`src/common/mcuic_pkg.sv`:
```
package mcuic_pkg;
  // register byte offsets on the bus
  localparam logic [7:0] OFS_CTRL      = 8'h00;
  localparam logic [7:0] OFS_PFLAG     = 8'h04;
  localparam logic [7:0] OFS_PEN       = 8'h08;
  localparam logic [7:0] OFS_PORT      = 8'h0c;
  localparam logic [7:0] OFS_CFG       = 8'h10;
  // irq_control_reg field positions
  localparam int BIT_GLB_EN = 7;
  localparam int BIT_GRP_EN = 6;
  localparam int BIT_T0IE  = 5;
  localparam int BIT_EDGIE = 4;
  localparam int BIT_PCIE  = 3;
  localparam int BIT_T0IF  = 2;
  localparam int BIT_EDGIF = 1;
  localparam int BIT_PCIF  = 0;
  // cfg register field: 1 = rising edge on the external pin
  localparam int BIT_EDGE_RISE = 0;
  // reset values
  localparam logic [7:0] RST_CTRL = 8'h00;
  localparam logic [7:0] RST_CFG  = 8'h01;
  // sources held in irq_control_reg, total source budget
  localparam int CORE_SRC_N = 3;
  localparam int MAX_SRC_N  = 9;
  localparam int PERIPH_N_DEF = 6;
  localparam int PORT_N     = 4;
  // vectoring
  localparam int PC_W = 13;
  localparam logic [12:0] IRQ_VECTOR = 13'h0004;
  localparam logic [1:0]  LAT_TICKS  = 2'h3;
  // bus responses
  localparam logic [1:0] RESP_OKAY   = 2'h0;
  localparam logic [1:0] RESP_SLVERR = 2'h2;
  // vectoring states
  typedef enum logic [1:0] {
    ST_IDLE = 2'b01,
    ST_WAIT = 2'b10
  } mcuic_state_t;
endpackage

```
`src/core/mcuic_src_detect.sv`:
```
module mcuic_src_detect
  import mcuic_pkg::*;
(
  input  wire logic              clock_in,
  input  wire logic              rstn_in,
  input  wire logic              edge_pin_in,
  input  wire logic              edge_rise_in,
  input  wire logic [PORT_N-1:0] port_pins_in,
  input  wire logic [PORT_N-1:0] port_is_input_in,
  input  wire logic              port_latch_in,
  output logic                   edge_event_out,
  output logic                   mismatch_out,
  output logic [PORT_N-1:0]      port_latched_out
);
  logic              pin_prev_ff;
  logic [PORT_N-1:0] latched_ff;
  logic [PORT_N-1:0] diff_bits;

  // previous pin level and the port snapshot taken on each port access
  always_ff @(posedge clock_in or negedge rstn_in) begin
    if (!rstn_in) begin
      pin_prev_ff <= 1'b0;
      latched_ff  <= '0;
    end else begin
      pin_prev_ff <= edge_pin_in;
      if (port_latch_in) begin
        latched_ff <= port_pins_in;
      end
    end
  end

  // selected edge of the external pin
  assign edge_event_out = edge_rise_in ? (edge_pin_in & ~pin_prev_ff)
                                       : (~edge_pin_in & pin_prev_ff);
  // output-configured pins stay out of the comparison
  assign diff_bits        = (port_pins_in ^ latched_ff) & port_is_input_in;
  assign mismatch_out     = |diff_bits;
  assign port_latched_out = latched_ff;
endmodule

```
`src/core/mcuic_top.sv`:
```
module mcuic_top
  import mcuic_pkg::*;
#(
  parameter int PERIPH_N = PERIPH_N_DEF
) (
  input  wire logic                clock_in,
  input  wire logic                rstn_in,
  // axi4-lite slave
  input  wire logic [7:0]          s_axi_awaddr_in,
  input  wire logic                s_axi_awvalid_in,
  output logic                     s_axi_awready_out,
  input  wire logic [31:0]         s_axi_wdata_in,
  input  wire logic [3:0]          s_axi_wstrb_in,
  input  wire logic                s_axi_wvalid_in,
  output logic                     s_axi_wready_out,
  output logic [1:0]               s_axi_bresp_out,
  output logic                     s_axi_bvalid_out,
  input  wire logic                s_axi_bready_in,
  input  wire logic [7:0]          s_axi_araddr_in,
  input  wire logic                s_axi_arvalid_in,
  output logic                     s_axi_arready_out,
  output logic [31:0]              s_axi_rdata_out,
  output logic [1:0]               s_axi_rresp_out,
  output logic                     s_axi_rvalid_out,
  input  wire logic                s_axi_rready_in,
  // interrupt sources
  input  wire logic                ext_edge_irq_pin_in,
  input  wire logic                timer_zero_ovf_in,
  input  wire logic [PERIPH_N-1:0] periph_req_in,
  input  wire logic [PORT_N-1:0]   port_pins_in,
  input  wire logic [PORT_N-1:0]   port_is_input_in,
  // processor core
  input  wire logic                instr_tick_in,
  input  wire logic [PC_W-1:0]     pc_in,
  input  wire logic                return_from_irq_op_in,
  output logic                     irq_req_out,
  output logic                     vector_take_out,
  output logic [PC_W-1:0]          vector_pc_out,
  output logic                     stack_push_out,
  output logic [PC_W-1:0]          return_addr_out
);
  // elaboration check: sources must fit the documented budget
  if (PERIPH_N < 1 || PERIPH_N + CORE_SRC_N > MAX_SRC_N) begin : g_bad_periph_n
    $error("PERIPH_N out of range");
  end

  logic [7:0]          ctrl_ff;
  logic [PERIPH_N-1:0] pflag_ff;
  logic [PERIPH_N-1:0] pen_ff;
  logic [7:0]          cfg_ff;
  logic                awready_ff, wready_ff, bvalid_ff, arready_ff, rvalid_ff;
  logic                aw_got_ff, w_got_ff;
  logic [7:0]          awaddr_ff;
  logic [7:0]          wdata_ff;
  logic                wlane_ff;
  logic [1:0]          bresp_ff, rresp_ff;
  logic [31:0]         rdata_ff;
  logic                irq_req_ff, take_ff, push_ff;
  logic [PC_W-1:0]     vec_pc_ff, ret_addr_ff;
  logic [1:0]          tick_cnt_ff;
  mcuic_state_t        state_ff;

  // write decode: both halves captured, response not yet pending
  wire do_write  = aw_got_ff & w_got_ff & ~bvalid_ff;
  wire wr_lane   = do_write & wlane_ff;
  wire wr_ctrl   = wr_lane & (awaddr_ff == OFS_CTRL);
  wire wr_pflag  = wr_lane & (awaddr_ff == OFS_PFLAG);
  wire wr_pen    = wr_lane & (awaddr_ff == OFS_PEN);
  wire wr_port   = do_write & (awaddr_ff == OFS_PORT);
  wire wr_cfg    = wr_lane & (awaddr_ff == OFS_CFG);
  wire wr_mapped = (awaddr_ff == OFS_CTRL) | (awaddr_ff == OFS_PFLAG) |
                   (awaddr_ff == OFS_PEN) | (awaddr_ff == OFS_PORT) |
                   (awaddr_ff == OFS_CFG);
  // read decode
  wire rd_take   = s_axi_arvalid_in & arready_ff;
  wire rd_port   = rd_take & (s_axi_araddr_in == OFS_PORT);
  wire rd_mapped = (s_axi_araddr_in == OFS_CTRL) | (s_axi_araddr_in == OFS_PFLAG) |
                   (s_axi_araddr_in == OFS_PEN) | (s_axi_araddr_in == OFS_PORT) |
                   (s_axi_araddr_in == OFS_CFG);

  // source detection; any port access refreshes the snapshot
  wire              edge_event;
  wire              port_mismatch;
  wire [PORT_N-1:0] port_latched;
  mcuic_src_detect u_src (
    .clock_in         (clock_in),
    .rstn_in          (rstn_in),
    .edge_pin_in      (ext_edge_irq_pin_in),
    .edge_rise_in     (cfg_ff[BIT_EDGE_RISE]),
    .port_pins_in     (port_pins_in),
    .port_is_input_in (port_is_input_in),
    .port_latch_in    (rd_port | wr_port),
    .edge_event_out   (edge_event),
    .mismatch_out     (port_mismatch),
    .port_latched_out (port_latched)
  );

  // request logic from flags and enables
  wire core_hit   = (ctrl_ff[BIT_T0IF] & ctrl_ff[BIT_T0IE]) |
                    (ctrl_ff[BIT_EDGIF] & ctrl_ff[BIT_EDGIE]) |
                    (ctrl_ff[BIT_PCIF] & ctrl_ff[BIT_PCIE]);
  wire periph_hit = ctrl_ff[BIT_GRP_EN] & (|(pflag_ff & pen_ff));
  wire req_now    = ctrl_ff[BIT_GLB_EN] & (core_hit | periph_hit);

  // vectoring: count instruction ticks, not instructions, so length never matters
  wire take_now = (state_ff == ST_WAIT) & req_now & instr_tick_in &
                  (tick_cnt_ff == LAT_TICKS - 2'h1);

  // hardware set events for the core flags; a set beats a same-cycle clear
  wire [2:0] core_set  = {timer_zero_ovf_in, edge_event, port_mismatch};
  wire [7:0] ctrl_base = wr_ctrl ? wdata_ff : ctrl_ff;
  logic [7:0] nxt_ctrl;
  always_comb begin
    nxt_ctrl = ctrl_base;
    nxt_ctrl[BIT_T0IF]  = ctrl_base[BIT_T0IF] | core_set[2];
    nxt_ctrl[BIT_EDGIF] = ctrl_base[BIT_EDGIF] | core_set[1];
    nxt_ctrl[BIT_PCIF]  = ctrl_base[BIT_PCIF] | core_set[0];
    if (take_now) begin
      nxt_ctrl[BIT_GLB_EN] = 1'b0;
    end else if (return_from_irq_op_in) begin
      nxt_ctrl[BIT_GLB_EN] = 1'b1;
    end
  end

  // peripheral flags, one per source, set wins over software clear
  logic [PERIPH_N-1:0] nxt_pflag;
  for (genvar i = 0; i < PERIPH_N; i++) begin : g_pflag
    assign nxt_pflag[i] = (wr_pflag ? wdata_ff[i] : pflag_ff[i]) | periph_req_in[i];
  end

  // control, flag and enable registers
  always_ff @(posedge clock_in or negedge rstn_in) begin
    if (!rstn_in) begin
      ctrl_ff  <= RST_CTRL;
      pflag_ff <= '0;
      pen_ff   <= '0;
      cfg_ff   <= RST_CFG;
    end else begin
      ctrl_ff  <= nxt_ctrl;
      pflag_ff <= nxt_pflag;
      if (wr_pen) begin
        pen_ff <= wdata_ff[PERIPH_N-1:0];
      end
      if (wr_cfg) begin
        cfg_ff <= wdata_ff;
      end
    end
  end

  // vectoring state: a dropped request abandons the wait
  always_ff @(posedge clock_in or negedge rstn_in) begin
    if (!rstn_in) begin
      state_ff    <= ST_IDLE;
      tick_cnt_ff <= 2'h0;
    end else begin
      case (state_ff)
        ST_IDLE: begin
          tick_cnt_ff <= 2'h0;
          if (req_now) begin
            state_ff <= ST_WAIT;
          end
        end
        ST_WAIT: begin
          if (!req_now || take_now) begin
            state_ff    <= ST_IDLE;
            tick_cnt_ff <= 2'h0;
          end else if (instr_tick_in) begin
            tick_cnt_ff <= tick_cnt_ff + 2'h1;
          end
        end
        default: begin
          state_ff    <= ST_IDLE;
          tick_cnt_ff <= 2'h0;
        end
      endcase
    end
  end

  // core-facing outputs, registered
  always_ff @(posedge clock_in or negedge rstn_in) begin
    if (!rstn_in) begin
      irq_req_ff  <= 1'b0;
      take_ff     <= 1'b0;
      push_ff     <= 1'b0;
      vec_pc_ff   <= '0;
      ret_addr_ff <= '0;
    end else begin
      irq_req_ff <= req_now;
      take_ff    <= take_now;
      push_ff    <= take_now;
      if (take_now) begin
        vec_pc_ff   <= IRQ_VECTOR;
        ret_addr_ff <= pc_in;
      end
    end
  end

  // bus write side: address and data taken in either order
  always_ff @(posedge clock_in or negedge rstn_in) begin
    if (!rstn_in) begin
      awready_ff <= 1'b1;
      wready_ff  <= 1'b1;
      aw_got_ff  <= 1'b0;
      w_got_ff   <= 1'b0;
      awaddr_ff  <= 8'h00;
      wdata_ff   <= 8'h00;
      wlane_ff   <= 1'b0;
      bvalid_ff  <= 1'b0;
      bresp_ff   <= RESP_OKAY;
    end else begin
      if (s_axi_awvalid_in && awready_ff) begin
        awready_ff <= 1'b0;
        aw_got_ff  <= 1'b1;
        awaddr_ff  <= {s_axi_awaddr_in[7:2], 2'b00};
      end
      if (s_axi_wvalid_in && wready_ff) begin
        wready_ff <= 1'b0;
        w_got_ff  <= 1'b1;
        wdata_ff  <= s_axi_wdata_in[7:0];
        wlane_ff  <= s_axi_wstrb_in[0];  // only the low lane holds bits
      end
      if (do_write) begin
        aw_got_ff <= 1'b0;
        w_got_ff  <= 1'b0;
        bvalid_ff <= 1'b1;
        bresp_ff  <= wr_mapped ? RESP_OKAY : RESP_SLVERR;
      end
      if (bvalid_ff && s_axi_bready_in) begin
        bvalid_ff  <= 1'b0;
        awready_ff <= 1'b1;
        wready_ff  <= 1'b1;
      end
    end
  end

  // read mux; narrow registers read zero above their bits
  logic [31:0] rd_data;
  always_comb begin
    rd_data = 32'h0000_0000;
    case ({s_axi_araddr_in[7:2], 2'b00})
      OFS_CTRL:  rd_data[7:0]          = ctrl_ff;
      OFS_PFLAG: rd_data[PERIPH_N-1:0] = pflag_ff;
      OFS_PEN:   rd_data[PERIPH_N-1:0] = pen_ff;
      OFS_PORT:  rd_data[PORT_N-1:0]   = port_pins_in;
      OFS_CFG:   rd_data[7:0]          = cfg_ff;
      default:   rd_data = 32'h0000_0000;
    endcase
  end

  // bus read side: one read outstanding
  always_ff @(posedge clock_in or negedge rstn_in) begin
    if (!rstn_in) begin
      arready_ff <= 1'b1;
      rvalid_ff  <= 1'b0;
      rdata_ff   <= 32'h0000_0000;
      rresp_ff   <= RESP_OKAY;
    end else if (rd_take) begin
      arready_ff <= 1'b0;
      rvalid_ff  <= 1'b1;
      rdata_ff   <= rd_data;
      rresp_ff   <= rd_mapped ? RESP_OKAY : RESP_SLVERR;
    end else if (rvalid_ff && s_axi_rready_in) begin
      arready_ff <= 1'b1;
      rvalid_ff  <= 1'b0;
    end
  end

  assign s_axi_awready_out = awready_ff;
  assign s_axi_wready_out  = wready_ff;
  assign s_axi_bvalid_out  = bvalid_ff;
  assign s_axi_bresp_out   = bresp_ff;
  assign s_axi_arready_out = arready_ff;
  assign s_axi_rvalid_out  = rvalid_ff;
  assign s_axi_rdata_out   = rdata_ff;
  assign s_axi_rresp_out   = rresp_ff;
  assign irq_req_out       = irq_req_ff;
  assign vector_take_out   = take_ff;
  assign vector_pc_out     = vec_pc_ff;
  assign stack_push_out    = push_ff;
  assign return_addr_out   = ret_addr_ff;
endmodule

```
`config.mk`:
```
export PLATFORM = sky130hd
export DESIGN_NAME = mcuic_top
export DESIGN_NICKNAME = d
export VERILOG_FILES = /design/src/common/mcuic_pkg.sv /design/src/core/mcuic_src_detect.sv /design/src/core/mcuic_top.sv
export SDC_FILE = /design/constraint.sdc
export NUM_CORES = 1
export LEC_CHECK = 0
export BUFFER_PORTS_ARGS = -buffer_cell sky130_fd_sc_hd__buf_4
export CAP_MARGIN = 20
export CORE_ASPECT_RATIO = 0.9
export CORE_MARGIN = 5
export CORE_UTILIZATION = 49
export CTS_CLUSTER_SIZE = 24
export DETAILED_ROUTE_END_ITERATION = 8
export PLACE_DENSITY = 0.91
export SLEW_MARGIN = 5
export SYNTH_ARGS = -nofsm -noshare
export SYNTH_HDL_FRONTEND = slang
export SYNTH_SLANG_ARGS = --single-unit
export TNS_END_PERCENT = 5
```
`constraint.sdc`:
```
create_clock -name clock_in -period 2.2 [get_ports clock_in]
set_clock_uncertainty 0.1 [all_clocks]
set_input_delay 0.33 -clock clock_in [delete_from_list [all_inputs] [get_ports clock_in]]
set_output_delay 0.33 -clock clock_in [all_outputs]
set_load 0.02 [all_outputs]
```
-- Word-level counts from Yosys, hierarchy flattened
Index checks and enable logic that the tools add are counted.
- logic and storage cells: 147
- flip-flop bits (word level): 87
- bitwise gates (word level): 47
- eq/ne operators: 18
- reduce and logical (&&, ||, !) cells: 19
- multiplexer cells: 35
- add/sub/neg operators: 1
- operator list (kind ; number):
    equality test 6 x 2 -> 1 bit (second input constant) ; 4
    2-to-1 mux 1 bit ; 23
    OR 1 bit ; 21
    AND 1 bit ; 20
    one-hot mux 4 bit (5 select lines) ; 1
    equality test 8 x 4 -> 1 bit (second input constant) ; 2
    zero test 8 bit ; 2
    2-to-1 mux 2 bit ; 7
    equality test 6 x 1 -> 1 bit (second input constant) ; 2
    equality test 6 x 3 -> 1 bit (second input constant) ; 2
    nonzero test 2 bit ; 6
    equality test 8 x 3 -> 1 bit (second input constant) ; 1
    equality test 8 x 5 -> 1 bit (second input constant) ; 1
    2-to-1 mux 8 bit ; 1
    one-hot mux 2 bit (2 select lines) ; 2
    one-hot mux 2 bit (4 select lines) ; 1
    AND 6 bit ; 1
    zero test 6 bit ; 1
    OR reduction 6 bit ; 1
    AND 4 bit ; 1
    equality test 2 bit (second input constant) ; 2
    logical AND 1 bit ; 4
    OR reduction 4 bit ; 1
    XOR 4 bit ; 1
    10 further kinds ; 12

-- Longest topological paths before layout
Gate-level depths: netlist of run 1.
- word-level depth: 11
- gate-level depth with buffers: 6
- depth with buffers taken out: 5

-- Hierarchy
A second synthesis of run 1 with hierarchy kept.
- cells, all modules: 321
- area total of the unflattened synthesis: 3998.8 um2
- modules (own cells, without submodules) (module ; instances ; cells an instance ; seq. area each (um2) ; area an instance (um2)):
    mcuic_top ; 1 ; 301 ; 2008.2 ; 3758.6
    mcuic_src_detect ; 1 ; 20 ; 125.1 ; 240.2

-- Least setup slack after synthesis of run 1
Ideal clock, no wire load.
- kind: reg2reg
- start: reg bvalid_ff, in the netlist s_axi_bvalid_out
- end: reg u_src.latched_ff[0], in the netlist u_src.port_latched_out[0]
- cell stages (with the launch flop): 5
- slack: 0.219 ns
- clock period less this slack: 1.981 ns
- arrival: 1.756 ns
- buffers on the path: 0
- cell sequence: dfrtp_1 -> nand3b_1 -> or4_4 -> o21ai_4 -> mux2_4
- cells in the longest elaborated chain, start to end: 4
- RTL lines (item ; RTL line ; RTL):
    from (decl) ; mcuic_top.sv:51 ; logic awready_ff, wready_ff, bvalid_ff, arready_ff, rvalid_ff;
    from (signal assigned) ; mcuic_top.sv:208 ; bvalid_ff <= 1'b0;
    from (signal assigned) ; mcuic_top.sv:225 ; bvalid_ff <= 1'b1;
    from (signal assigned) ; mcuic_top.sv:229 ; bvalid_ff <= 1'b0;
    NOT 1 bit ; mcuic_top.sv:64 ; wire do_write = aw_got_ff & w_got_ff & ~bvalid_ff;
    AND 1 bit ; mcuic_top.sv:64 ;
    AND 1 bit ; mcuic_top.sv:69 ; wire wr_port = do_write & (awaddr_ff == OFS_PORT);
    OR 1 bit ; mcuic_top.sv:92 ; .port_latch_in (rd_port | wr_port),
    to (signal assigned) ; mcuic_src_detect.sv:27 ; latched_ff <= port_pins_in;
    to (decl) ; mcuic_src_detect.sv:16 ; logic [PORT_N-1:0] latched_ff;
No other way between the ends.
A chain may end at the register's enable or synchronous reset.

-- Worst setup path in the final report of run 1
- start: reg awaddr_ff[5]
- end: reg u_src.latched_ff[3], in the netlist u_src.port_latched_out[3]
- cells in the longest elaborated chain, start to end: 3
- RTL lines (item ; RTL line ; RTL):
    from (decl) ; mcuic_top.sv:53 ; logic [7:0] awaddr_ff;
    from (signal assigned) ; mcuic_top.sv:214 ; awaddr_ff <= {s_axi_awaddr_in[7:2], 2'b00};
    equality test 6 x 2 -> 1 bit ; mcuic_top.sv:69 ;
    AND 1 bit ; mcuic_top.sv:69 ;
    OR 1 bit ; mcuic_top.sv:92 ;
No other way between the ends.

==> summary.txt, run 1 <==
Clock tree
  – Clock buffer count from CTS: 9
  – Post-CTS Setup Inserts: 0
  – Root buffer cell: clkbuf_8
  – CTS tree: built
  – CTS clk-pin slew, worst paths: 0.09 ns
  – H-tree Lvls: 3
  – Skew-Pair Late Insertion Delay: 0.35 ns
  – Clk buf depth: 2
  – Sink Count: 85

Placed design
  – Dpl ws: 0.204 ns
  – Port-buffer cells: 92
  – RePlAce Congestion: 0.872
  – Dpl cell area: 4770 um2
  – HPWL Detailed: 6800 um

Routing
  – DRC viols: 0
  – DRT iter0 DRCs: 159
  – Routed wire length: 8940 um
  – Total number of vias: 2913
  – Antenna viol nets, final: 0
  – Drt wl/cell: 16.3 um
  – Via density: 5.31
  – First-pass iteration count of the detailed router: 4

Logic synthesis
  – Synth top area share: 0.491
  – Post-synth EDFFs: 0
  – Simple-Gate Fraction of Synth Area: 0.116
  – Post-Synth Adder-Cell Area: 0.00307
  – Syn Area/Cell: 11.9 um2
  – Multiplexer share of the synthesized area: 0.154
  – Ys async rst share: 1.00
  – Seq/Total Area, Yosys: 0.523
  – Largest family of logic cells by synthesized area: multiplexers
  – Mapped cell area: 4080 um2
  – Count of cell types in the netlist: 52
  – Top post-synthesis cells by area: dfrtp_1 (49%), mux2_2 (12%), buf_4 (7.4%), dfstp_2 (3.2%), nand2_1 (2.8%)
  – Top FF cell, synth: dfrtp_1
  – Synth area leader: dfrtp_1
  – Yosys reg bits: 85
  – Post-synthesis compound-gate area fraction: 0.105
  – Synth Area in XOR/XNOR: 0.00859
  – Syn Inst Count: 342
  – Yosys warning total: 0

Setup path
  – CP Buf/Inv Count: 0
  – CP max stage delay: 0.52 ns
  – Worst setup SP type: flop
  – Critical path capture point type: flop
  – Kind of cell adding the most delay to the critical path: simple AND/OR/NAND/NOR gates
  – Worst endpoint required time: 2.35 ns
  – Critical Path AT: 2.15 ns
  – CP Max Fanout: 4
  – Slowest CP cell: or4_4
  – Setup CP Type: reg2reg
  – Crit-path cells: or3_4 -> or4_4 -> o21ai_4 -> mux2_4

Flow run
  – MaxCap Viol Count: 0

Layout
  – Finished Cell Area: 5020 um2
  – Layout cells sized above 1: 0.409
  – NumNets Final: 536
  – Filler cells: 638
  – Synth-to-Final Area Change: 23.1%
  – # diodes: 0

Run status
  – Status: finished clean

GRT
  – Overall fraction of global-route tracks in use: 0.184
  – Overflow after GRT: 0
  – First-pass GRT wire length: 14700 um
  – Number of global-route vias before repair: 3028
  – Antenna violations before repair: 0
  – Largest net degree at the start of global routing: 38

Timing
  – Final period util: 0.910
  – Max-slew violation count: 0
  – FMAX: 499 MHz
  – Slew headroom: 0.630
  – Finish-stage setup viols: 0
  – Final worst slack: 0.197 ns
  – Unrepaired setup endpoints after global routing: no
  – Fin. Hold Viols: 0
  – Worst-Margin Slew: 0.551 ns
  – Setup_tns: 0 ns
  – Minimum clock period: 2.00 ns

Floorplanning
  – Rows: 31
  – Die span in y: 96.6 um
  – I/O pin total: 160
  – Initial Utilization: 0.506
  – Core Area: 8070 um2
  – Chip width: 106 um
  – Die area: 10300 um2

Power and ir drop
  – Pwr/cell area: 911 nW/um2
  – Worst VDD drop: 752 uV
  – Leak: 2.41 nW

Min path
  – HP Class: in2reg
[sequential cells by signal, indices dropped and copies added, names as in the netlist, 2 cells and up]
name	flops
return_addr_out	13
ctrl_ff	8
pflag_ff	6
cfg_ff	8
pen_ff	6
tick_cnt_ff	2
u_src.port_latched_out	4
awaddr_ff	6
s_axi_rdata_out	8
state_ff	2
wdata_ff	8
[cells by family (layout without fill, tap and decap cells)]
kind of cell | count (synthesis) | in the layout
buffers and inverters | 55 | 126
AND/OR/NAND/NOR | 88 | 88
flip-flops | 85 | 85
multiplexers | 54 | 54
XOR/XNOR | 4 | 4
AO/OA/AOI/OAI | 54 | 54
other | 1 | 38
adder cells (fa/ha/maj) | 1 | 1
[cells in the mapped netlist, drive strengths merged, types with 2 or more instances]
library cell and instances:
inv 7, a22oi 2, o21ai 12, and3b 2, nor3b 4, a21o 2
nand4 2, dfstp 5, a221oi 4, nand2 30, nor2 15, nand3 8
nand3b 3, a211o 6, a22o 6, a31oi 3, buf 42, mux2i 4
nor4 3, a21oi 9, mux2 49, and2 2, xor2 4, clkbuf 6
a221o 2, nand4b 2, a32oi 2, dfrtp 80, nor3 4, nor2b 8
[cells in the final DEF, fill, tap and decap left out, drive strengths merged, types with 3 or more instances in the layout]
cell type / n
buf: 100
dfrtp: 80
mux2: 49
conb: 38
nand2: 30
nor2: 15
o21ai: 12
a21oi: 9
clkbuf: 9
nand3: 8
nor2b: 8
inv: 7
a211o: 6
a22o: 6
dfstp: 5
clkinv: 5
nor3: 4
xor2: 4
mux2i: 4
nor3b: 4
a221oi: 4
nand3b: 3
a31oi: 3
dlygate4sd3: 3
nor4: 3
[power by group]
| part | switching (W) | total, W | internal, W |
|---|---|---|---|
| Clock | 0.000560 | 0.00120 | 0.000645 |
| Sequential | 0.000347 | 0.00226 | 0.00192 |
| Combinational | 0.000535 | 0.00111 | 0.000571 |
[area by class of cell]
cell class	instances	area (um2)	share of cell area
sequential	85	2130	0.425
tap	99	124	0.0247
multi-input combinational	239	1720	0.343
clock buffer	9	124	0.0247
inverter	7	26.3	0.00523
timing repair buffer	103	793	0.158
clock inverter	7	100	0.0199
[worst register-to-register path, delay by kind of cell, from the launching register on]
kind	cells	cell delay, ns
compound gates	1	0.13
flops	1	0.40
simple gates	2	0.95
mux	1	0.32
[through the flow]
step,util,cells,power [W],hold slack (ns)
3_3_place_gp,0.591,530,0.00332,0.200
4_1_cts,0.622,549,0.00462,0.00300
2_1_floorplan,-,379,0.00296,-0.0656
6_report,0.622,549,0.00457,0.0238
5_1_grt,0.622,549,0.00486,0.00877
3_5_place_dp,0.591,530,0.00339,0.208
[timing repair]
item / 4_1_cts / 5_1_grt
hold buffers: 3 / 0
endpoints found under the hold margin: 33 / 0
resized for setup: 0 / 0
[routing by layer]
metal	global-route usage	vias to the layer above	routed length, um
li1	-	1350	-
met1	0.239	1406	3730
met2	0.298	147	4160
met3	0.0698	10	957
met4	0.0388	0	86
met5	0	-	0
[final timing paths]
| kind | startpoint | end | slack [ns] | cells after the start |
|---|---|---|---|---|
| min in group asynchronous | rstn_in | wdata_ff[0]$_DFFE_PN0P_ | 0.37 | 2 |
| max reg2reg | awaddr_ff[5]$_DFFE_PN0P_ | u_src.port_latched_out[3]$_DFFE_PN0P_ | 0.20 | 4 |
| min | s_axi_arvalid_in | s_axi_arready_out$_DFFE_PN1P_ | 0.02 | 2 |
| min reg2reg | vector_pc_out[2]$_DFFE_PN0P_ | vector_pc_out[2]$_DFFE_PN0P_ | 0.39 | 1 |
| max in group asynchronous | rstn_in | state_ff[0]$_DFFE_PN1P_ | 1.00 | 3 |
| max | awaddr_ff[5]$_DFFE_PN0P_ | u_src.port_latched_out[3]$_DFFE_PN0P_ | 0.20 | 4 |
Power figures use the tool's default switching activity.
==> run 2, diff against run 1 <==
Settings changed: CORE_UTILIZATION 49 to 50, CTS_BUF_LIST set to sky130_fd_sc_hd__clkbuf_8, PLACE_DENSITY 0.91 to 0.93.
==> run 2 against run 1 <==
Against the previous run:
- sequential cell count unchanged
- first-iteration DRC count down 25%
- critical endpoint unchanged
- cell count unchanged
- sequential share of layout area up 0.11 points
- non-clock buffer count unchanged
- highest routed layer unchanged
- clock power about the same
- via count up 0.10%
==> summary.txt, run 2 (synthesis results as in run 1) <==
Run status
  – Status: finished clean

Power and ir drop
  – Pwr/cell area: 908 nW/um2 (-0.27%)
  – Total power: 0.00455 W (-0.52%)
  – Leak: 2.41 nW (about the same)
  – Internal: 0.00312 W (-0.31%)
  – Clock share of power: 0.258 (-0.005)
  – Sequential share of power: 0.496 (about the same)
  – Worst VDD drop: 708 uV (-5.8%)
  – Combinational share of power: 0.246 (+0.004)
  – Net Sw Power: 0.00143 W (-0.98%)
  – Switching share of power: 0.314 (-0.00147)

Floorplanning
  – Initial Utilization: 0.510 (+0.00491)
  – Rows: 31 (unchanged)
  – Die area: 10100 um2 (-1.8%)
  – Chip width: 105 um (-0.91%)
  – Core Area: 7990 um2 (-0.96%)
  – Die span in y: 95.7 um (-0.90%)
  – I/O pin total: 160 (unchanged)

Placed design
  – RePlAce Congestion: 0.865 (-0.79%)
  – Port-buffer cells: 92 (unchanged)
  – HPWL Detailed: 6960 um (+2.3%)

Layout
  – Filler cells: 639 (+0.16%)
  – Layout cells sized above 1: 0.409 (unchanged)
  – Synth-to-Final Area Change: 22.8%
  – Commonest non-fill, non-tap cell in the layout: buf_4
  – Largest register FFs: 13 (unchanged)
  – Fin util: 0.627 (+0.00448)
  – NumNets Final: 536 (unchanged)
  – Most frequent cells in the layout: buf_4 (100), dfrtp_1 (80), mux2_2 (45), conb_1 (38), nand2_1 (30)
  – # diodes: 0 (unchanged)

Timing
  – Setup_tns: 0 ns (unchanged)
  – Worst-Margin Slew: 0.592 ns (+0.0410 ns)
  – Fin. Hold Viols: 0 (unchanged)
  – Final period util: 0.925 (+0.0142)
  – FMAX: 492 MHz (-1.5%)
  – Unrepaired setup endpoints after global routing: no
  – Worst hold margin: 0.0366 ns (+0.0129 ns)
  – Finish-stage setup viols: 0 (unchanged)
  – Minimum clock period: 2.03 ns (+0.0312 ns)
  – Slew headroom: 0.605 (-0.0245)
  – Max-slew violation count: 0 (unchanged)

Routing
  – Via density: 5.31 (+0.10%)
  – First-pass iteration count of the detailed router: 4 (unchanged)
  – DRC viols: 0 (unchanged)
  – Antenna viol nets, final: 0 (unchanged)
  – Drt wl/cell: 16.5 um (+1.2%)
  – Total number of vias: 2916 (+0.10%)
  – DRT iter0 DRCs: 120 (-25%)
  – Routed wire length: 9050 um (+1.2%)

Setup path
  – Critical path capture point type: flop
  – Reg2Reg Setup Slack: 0.17 ns (-0.03 ns)
  – CP Max Fanout: 4 (unchanged)
  – Setup CP Type: reg2reg
  – Critical Path AT: 2.17 ns (+0.02 ns)
  – Worst endpoint required time: 2.33 ns (-0.02 ns)
  – Worst setup SP type: flop

GRT
  – First-pass GRT wire length: 14800 um (+0.99%)
  – Number of global-route vias before repair: 3014 (-0.46%)
  – Overall fraction of global-route tracks in use: 0.186 (+0.00173)
  – Antenna violations before repair: 0 (unchanged)
  – Overflow after GRT: 0 (unchanged)
  – Largest net degree at the start of global routing: 47 (+24%)

Clock tree
  – Clk buf depth: 2 (unchanged)
  – Sink Count: 85 (unchanged)
  – Clock buffer count from CTS: 9 (unchanged)
  – Post-CTS Setup Inserts: 0 (unchanged)
  – Resize count post-CTS: 0 (unchanged)
  – H-tree Lvls: 3 (unchanged)
  – CTS clk-pin slew, worst paths: 0.08 ns (about the same)
  – Root buffer cell: clkbuf_8
  – CTS tree: built
  – Skew-Pair Late Insertion Delay: 0.35 ns (about the same)

Min path
  – HP Class: in2reg

Flow run
  – MaxCap Viol Count: 0 (unchanged)
[run 2: cell count changes in the layout (fill, tap and decap cells not counted)]
cell,before,now
clkinv_4,4,0
buf_4,99,100
clkinv_2,1,2
clkinvlp_4,0,1
dlygate4sd3_1,3,2
inv_1,7,8
inv_6,0,1
[run 2: worst paths after layout]
path                                                start                               endpoint  cells past startpoint
max                              awaddr_ff[5]$_DFFE_PN0P_  u_src.port_latched_out[3]$_DFFE_PN0P_                      4
min                                       s_axi_wvalid_in           s_axi_wready_out$_DFFE_PN1P_                      2
max reg2reg                      awaddr_ff[5]$_DFFE_PN0P_  u_src.port_latched_out[3]$_DFFE_PN0P_                      4
min reg2reg                s_axi_rdata_out[7]$_DFFE_PN0P_         s_axi_rdata_out[7]$_DFFE_PN0P_                      2
max in group asynchronous                         rstn_in           vector_pc_out[2]$_DFFE_PN0P_                      3
min in group asynchronous                         rstn_in        return_addr_out[10]$_DFFE_PN0P_                      2
[run 2: final cells by class]
class | count | area, um2 | share of cell area
clock buffers | 9 | 124 | 0.0247
well taps | 99 | 124 | 0.0247
clock inverters | 7 | 90.1 | 0.0180
repair buffers | 103 | 791 | 0.158
flip-flops and latches | 85 | 2130 | 0.426
inverters | 7 | 26.3 | 0.00525
multi-input cells | 239 | 1720 | 0.343
[run 2: critical path: stages, from the launching register on]
cell and delay, ns:
dfrtp_1 0.41, or3_4 0.43, or4_4 0.53, o21ai_4 0.13
mux2_4 0.33
[run 2: repair_timing]
action / CTS / global route
hold buffers: 2 / 0
endpoints found under the setup margin: 0 / 0
endpoints found under the hold margin: 40 / 0
[run 2: power groups by stage]
stage	Clock, W	Combinational (W)	Sequential, W
CTS	0.00121	0.00113	0.00225
finish	0.00118	0.00112	0.00226
global route	0.00128	0.00122	0.00231
floorplan	0	0.000683	0.00227
detailed placement	0	0.00112	0.00228
global placement	0	0.00107	0.00224
[run 2: per-layer routing]
layer	GRT usage	wire length (um)
met1	0.243	3770
met2	0.302	4350
met3	0.0616	830
met4	0.0437	94
met5	0	0
[run 2: through the flow]
step	cells	area, um2	setup slack [ns]
6_report	549	5010	0.166
5_1_grt	549	5010	0.119
4_1_cts	549	5010	0.164
3_5_place_dp	531	4770	0.183
3_3_place_gp	531	4770	0.233
2_1_floorplan	379	4220	0.219
==> run 3, diff against run 2 <==
Settings changed: CORE_ASPECT_RATIO 0.9 to not set, GPL_ROUTABILITY_DRIVEN set to 0, SYNTH_HIERARCHICAL set to 1.
==> run 3 against run 2 <==
Against the previous run:
- cell count fell by 2.0%
- fmax fell by 1.4%
- critical path depth increased by 1
- die area shrank 1.8%
- wire length down 1.6%
- first-iteration DRC count grew 5.0%
- count of clock-buffer cells in the layout unchanged
- setup slack lost 0.029 ns
- utilization up 1.4 points
- final area shrank 0.65%
- power down 8.4%
- clock power fell by 6%
- highest routed layer unchanged
==> summary.txt, run 3 <==
Logic synthesis
  – Synth area leader: dfrtp_1
  – Count leader, synth: dfrtp_1
  – Seq/Total Area, Yosys: 0.533 (+0.0105)
  – Top FF cell, synth: dfrtp_1
  – Yosys reg bits: 85 (unchanged)
  – Post-synth top cells: dfrtp_1 (80), mux2_2 (45), buf_4 (39), o21ai_0 (18), a22oi_1 (14)
  – Count of cell types in the netlist: 43 (-17%)
  – Top post-synthesis cells by area: dfrtp_1 (50%), mux2_2 (13%), buf_4 (7.3%), dfstp_2 (3.3%), mux2_4 (3.0%)
  – Syn Area/Cell: 12.5 um2 (+4.5%)
  – Ys async rst share: 1.00 (unchanged)
  – Syn Inst Count: 321 (-6.1%)
  – Post-synth EDFFs: 0 (unchanged)
  – Synth top area share: 0.501 (+0.00983)
  – Mapped cell area: 4000 um2 (-2.0%)
  – Yosys warning total: 6 (+6)

Routing
  – Total number of vias: 2852 (-2.2%)
  – Via density: 5.30 (-0.20%)
  – DRC viols: 0 (unchanged)
  – Drt wl/cell: 16.5 um (+0.36%)
  – Routed wire length: 8900 um (-1.6%)
  – Antenna viol nets, final: 0 (unchanged)
  – DRT iter0 DRCs: 126 (+5.0%)
  – First-pass iteration count of the detailed router: 4 (unchanged)

GRT
  – Overflow after GRT: 0 (unchanged)
  – First-pass GRT wire length: 14400 um (-2.9%)
  – Antenna violations before repair: 0 (unchanged)
  – Largest net degree at the start of global routing: 36 (-23%)
  – Overall fraction of global-route tracks in use: 0.186 (about the same)
  – Number of global-route vias before repair: 2955 (-2.0%)

Power and ir drop
  – Combinational share of power: 0.215 (-0.031)
  – Sequential share of power: 0.518 (+0.022)
  – Worst VDD drop: 622 uV (-12%)
  – Leak: 2.39 nW (-1.0%)
  – Pwr/cell area: 838 nW/um2 (-7.8%)
  – Net Sw Power: 0.00130 W (-9.2%)
  – Switching share of power: 0.311 (-0.00303)
  – Clock share of power: 0.267 (+0.009)
  – Internal: 0.00287 W (-8.0%)

Layout
  – Layout cells sized above 1: 0.429 (+0.0200)
  – NumNets Final: 522 (-2.6%)
  – Most frequent cells in the layout: buf_4 (107), dfrtp_1 (80), mux2_2 (45), conb_1 (38), o21ai_0 (18)
  – Fin util: 0.641 (+0.0138)
  – Filler cells: 626 (-2.0%)
  – Commonest non-fill, non-tap cell in the layout: buf_4
  – # diodes: 0 (unchanged)
  – Largest register FFs: 13 (unchanged)
  – Synth-to-Final Area Change: 24.4%

Setup path
  – Worst Setup SP: tick_cnt_ff[0]$_DFFE_PN0P_
  – Setup CP Type: reg2reg
  – Critical Path AT: 2.20 ns (+0.03 ns)
  – Worst R2R Start: tick_cnt_ff[0]$_DFFE_PN0P_
  – CP Max Fanout: 16 (+12)
  – Worst endpoint required time: 2.34 ns (about the same)
  – Worst setup SP type: flop
  – Critical path capture point type: flop

Timing
  – Slew headroom: 0.462 (-0.143)
  – Fin. Hold Viols: 0 (unchanged)
  – Max-slew violation count: 0 (unchanged)
  – Unrepaired setup endpoints after global routing: no
  – Finish-stage setup viols: 0 (unchanged)
  – Worst hold margin: 0.0273 ns (-0.00937 ns)
  – Final period util: 0.938 (+0.0133)
  – FMAX: 485 MHz (-1.4%)
  – Worst-Margin Slew: 0.804 ns (+0.212 ns)
  – Minimum clock period: 2.06 ns (+0.0292 ns)
  – Setup_tns: 0 ns (unchanged)

Floorplanning
  – Rows: 32 (+3.2%)
  – Die span in y: 99.4 um (+3.9%)
  – I/O pin total: 160 (unchanged)
  – Die area: 9890 um2 (-1.8%)
  – Core Area: 7770 um2 (-2.8%)
  – Chip width: 99.4 um (-5.5%)
  – Initial Utilization: 0.515 (+0.00433)

Placed design
  – Port-buffer cells: 92 (unchanged)
  – HPWL Detailed: 6630 um (-4.7%)

Clock tree
  – Clk buf depth: 2 (unchanged)
  – CTS tree: built
  – H-tree Lvls: 3 (unchanged)
  – Post-CTS Setup Inserts: 0 (unchanged)
  – CTS clk-pin slew, worst paths: 0.09 ns (about the same)
  – Skew-Pair Late Insertion Delay: 0.35 ns (about the same)
  – Root buffer cell: clkbuf_8
  – Sink Count: 85 (unchanged)
  – Clock buffer count from CTS: 9 (unchanged)

Flow run
  – MaxCap Viol Count: 0 (unchanged)

Min path
  – Worst hold start: s_axi_awvalid_in
  – HP Class: in2reg

Run status
  – Status: finished clean
[run 3: critical path: stages (launching register included)]
cell and delay (ns):
dfrtp_1 0.39, inv_1 0.06, ha_1 0.17, nand4_1 0.15
a211oi_4 0.66, mux2_2 0.41
[run 3: cell type report]
cell class | instances | area [um2] | area share
multi-input cells | 218 | 1650 | 0.331
well taps | 102 | 128 | 0.0256
inverters | 7 | 26.3 | 0.00528
flip-flops and latches | 85 | 2130 | 0.429
clock buffers | 9 | 124 | 0.0249
clock inverters | 7 | 75.1 | 0.0151
repair buffers | 110 | 843 | 0.169
[run 3: cells by family after synthesis]
kind of cell	after synthesis	synth area share
and+or+nand+nor	56	0.0817
muxes	60	0.175
DFF	85	0.533
adders and majority gates	1	0.00313
AOI/OAI and AO/OA	59	0.106
buffers and inverters	55	0.0914
other	1	0.000938
xor gates and xnor gates	4	0.00876
[run 3: worst paths after layout]
path / to / slack [ns] / cells past startpoint
min in group asynchronous: awaddr_ff[3]$_DFFE_PN0P_ / 0.36 / 2
min reg2reg: vector_pc_out[2]$_DFFE_PN0P_ / 0.38 / 1
max in group asynchronous: return_addr_out[3]$_DFFE_PN0P_ / 1.04 / 3
min: s_axi_awready_out$_DFFE_PN1P_ / 0.03 / 2
max: return_addr_out[0]$_DFFE_PN0P_ / 0.14 / 5
max reg2reg: return_addr_out[0]$_DFFE_PN0P_ / 0.14 / 5
[run 3: timing repair]
item / 4_1_cts / 5_1_grt
hold buffers: 2 / 0
gates resized for setup: 1 / 0
pin swaps: 0 / 1
setup endpoints to repair: 13 / 12
hold endpoints to repair: 31 / 0
[run 3: power by group through the flow]
stage	sequential [W]	clock [W]	combinational, W
floorplan	0.00215	0	0.000569
global placement	0.00215	0	0.000853
detailed placement	0.00217	0	0.000894
CTS	0.00215	0.00114	0.000905
global route	0.00220	0.00122	0.000983
finish	0.00216	0.00111	0.000895
[run 3: metrics by stage]
step,power (W),instances,setup slack [ns],instance area (um2)
floorplan,0.00272,358,0.213,4140
global placement,0.00300,520,-0.0685,4750
detailed placement,0.00307,520,-0.176,4750
CTS,0.00419,538,0.0765,4980
global route,0.00440,538,0.0341,4980
finish,0.00417,538,0.137,4980
[run 3: per-layer routing]
layer / GRT usage / vias to the layer above / wire length [um]
li1: - / 1294 / -
met1: 0.230 / 1387 / 3560
met2: 0.302 / 148 / 4210
met3: 0.0533 / 23 / 884
met4: 0.0840 / 0 / 244
met5: 0 / - / 0
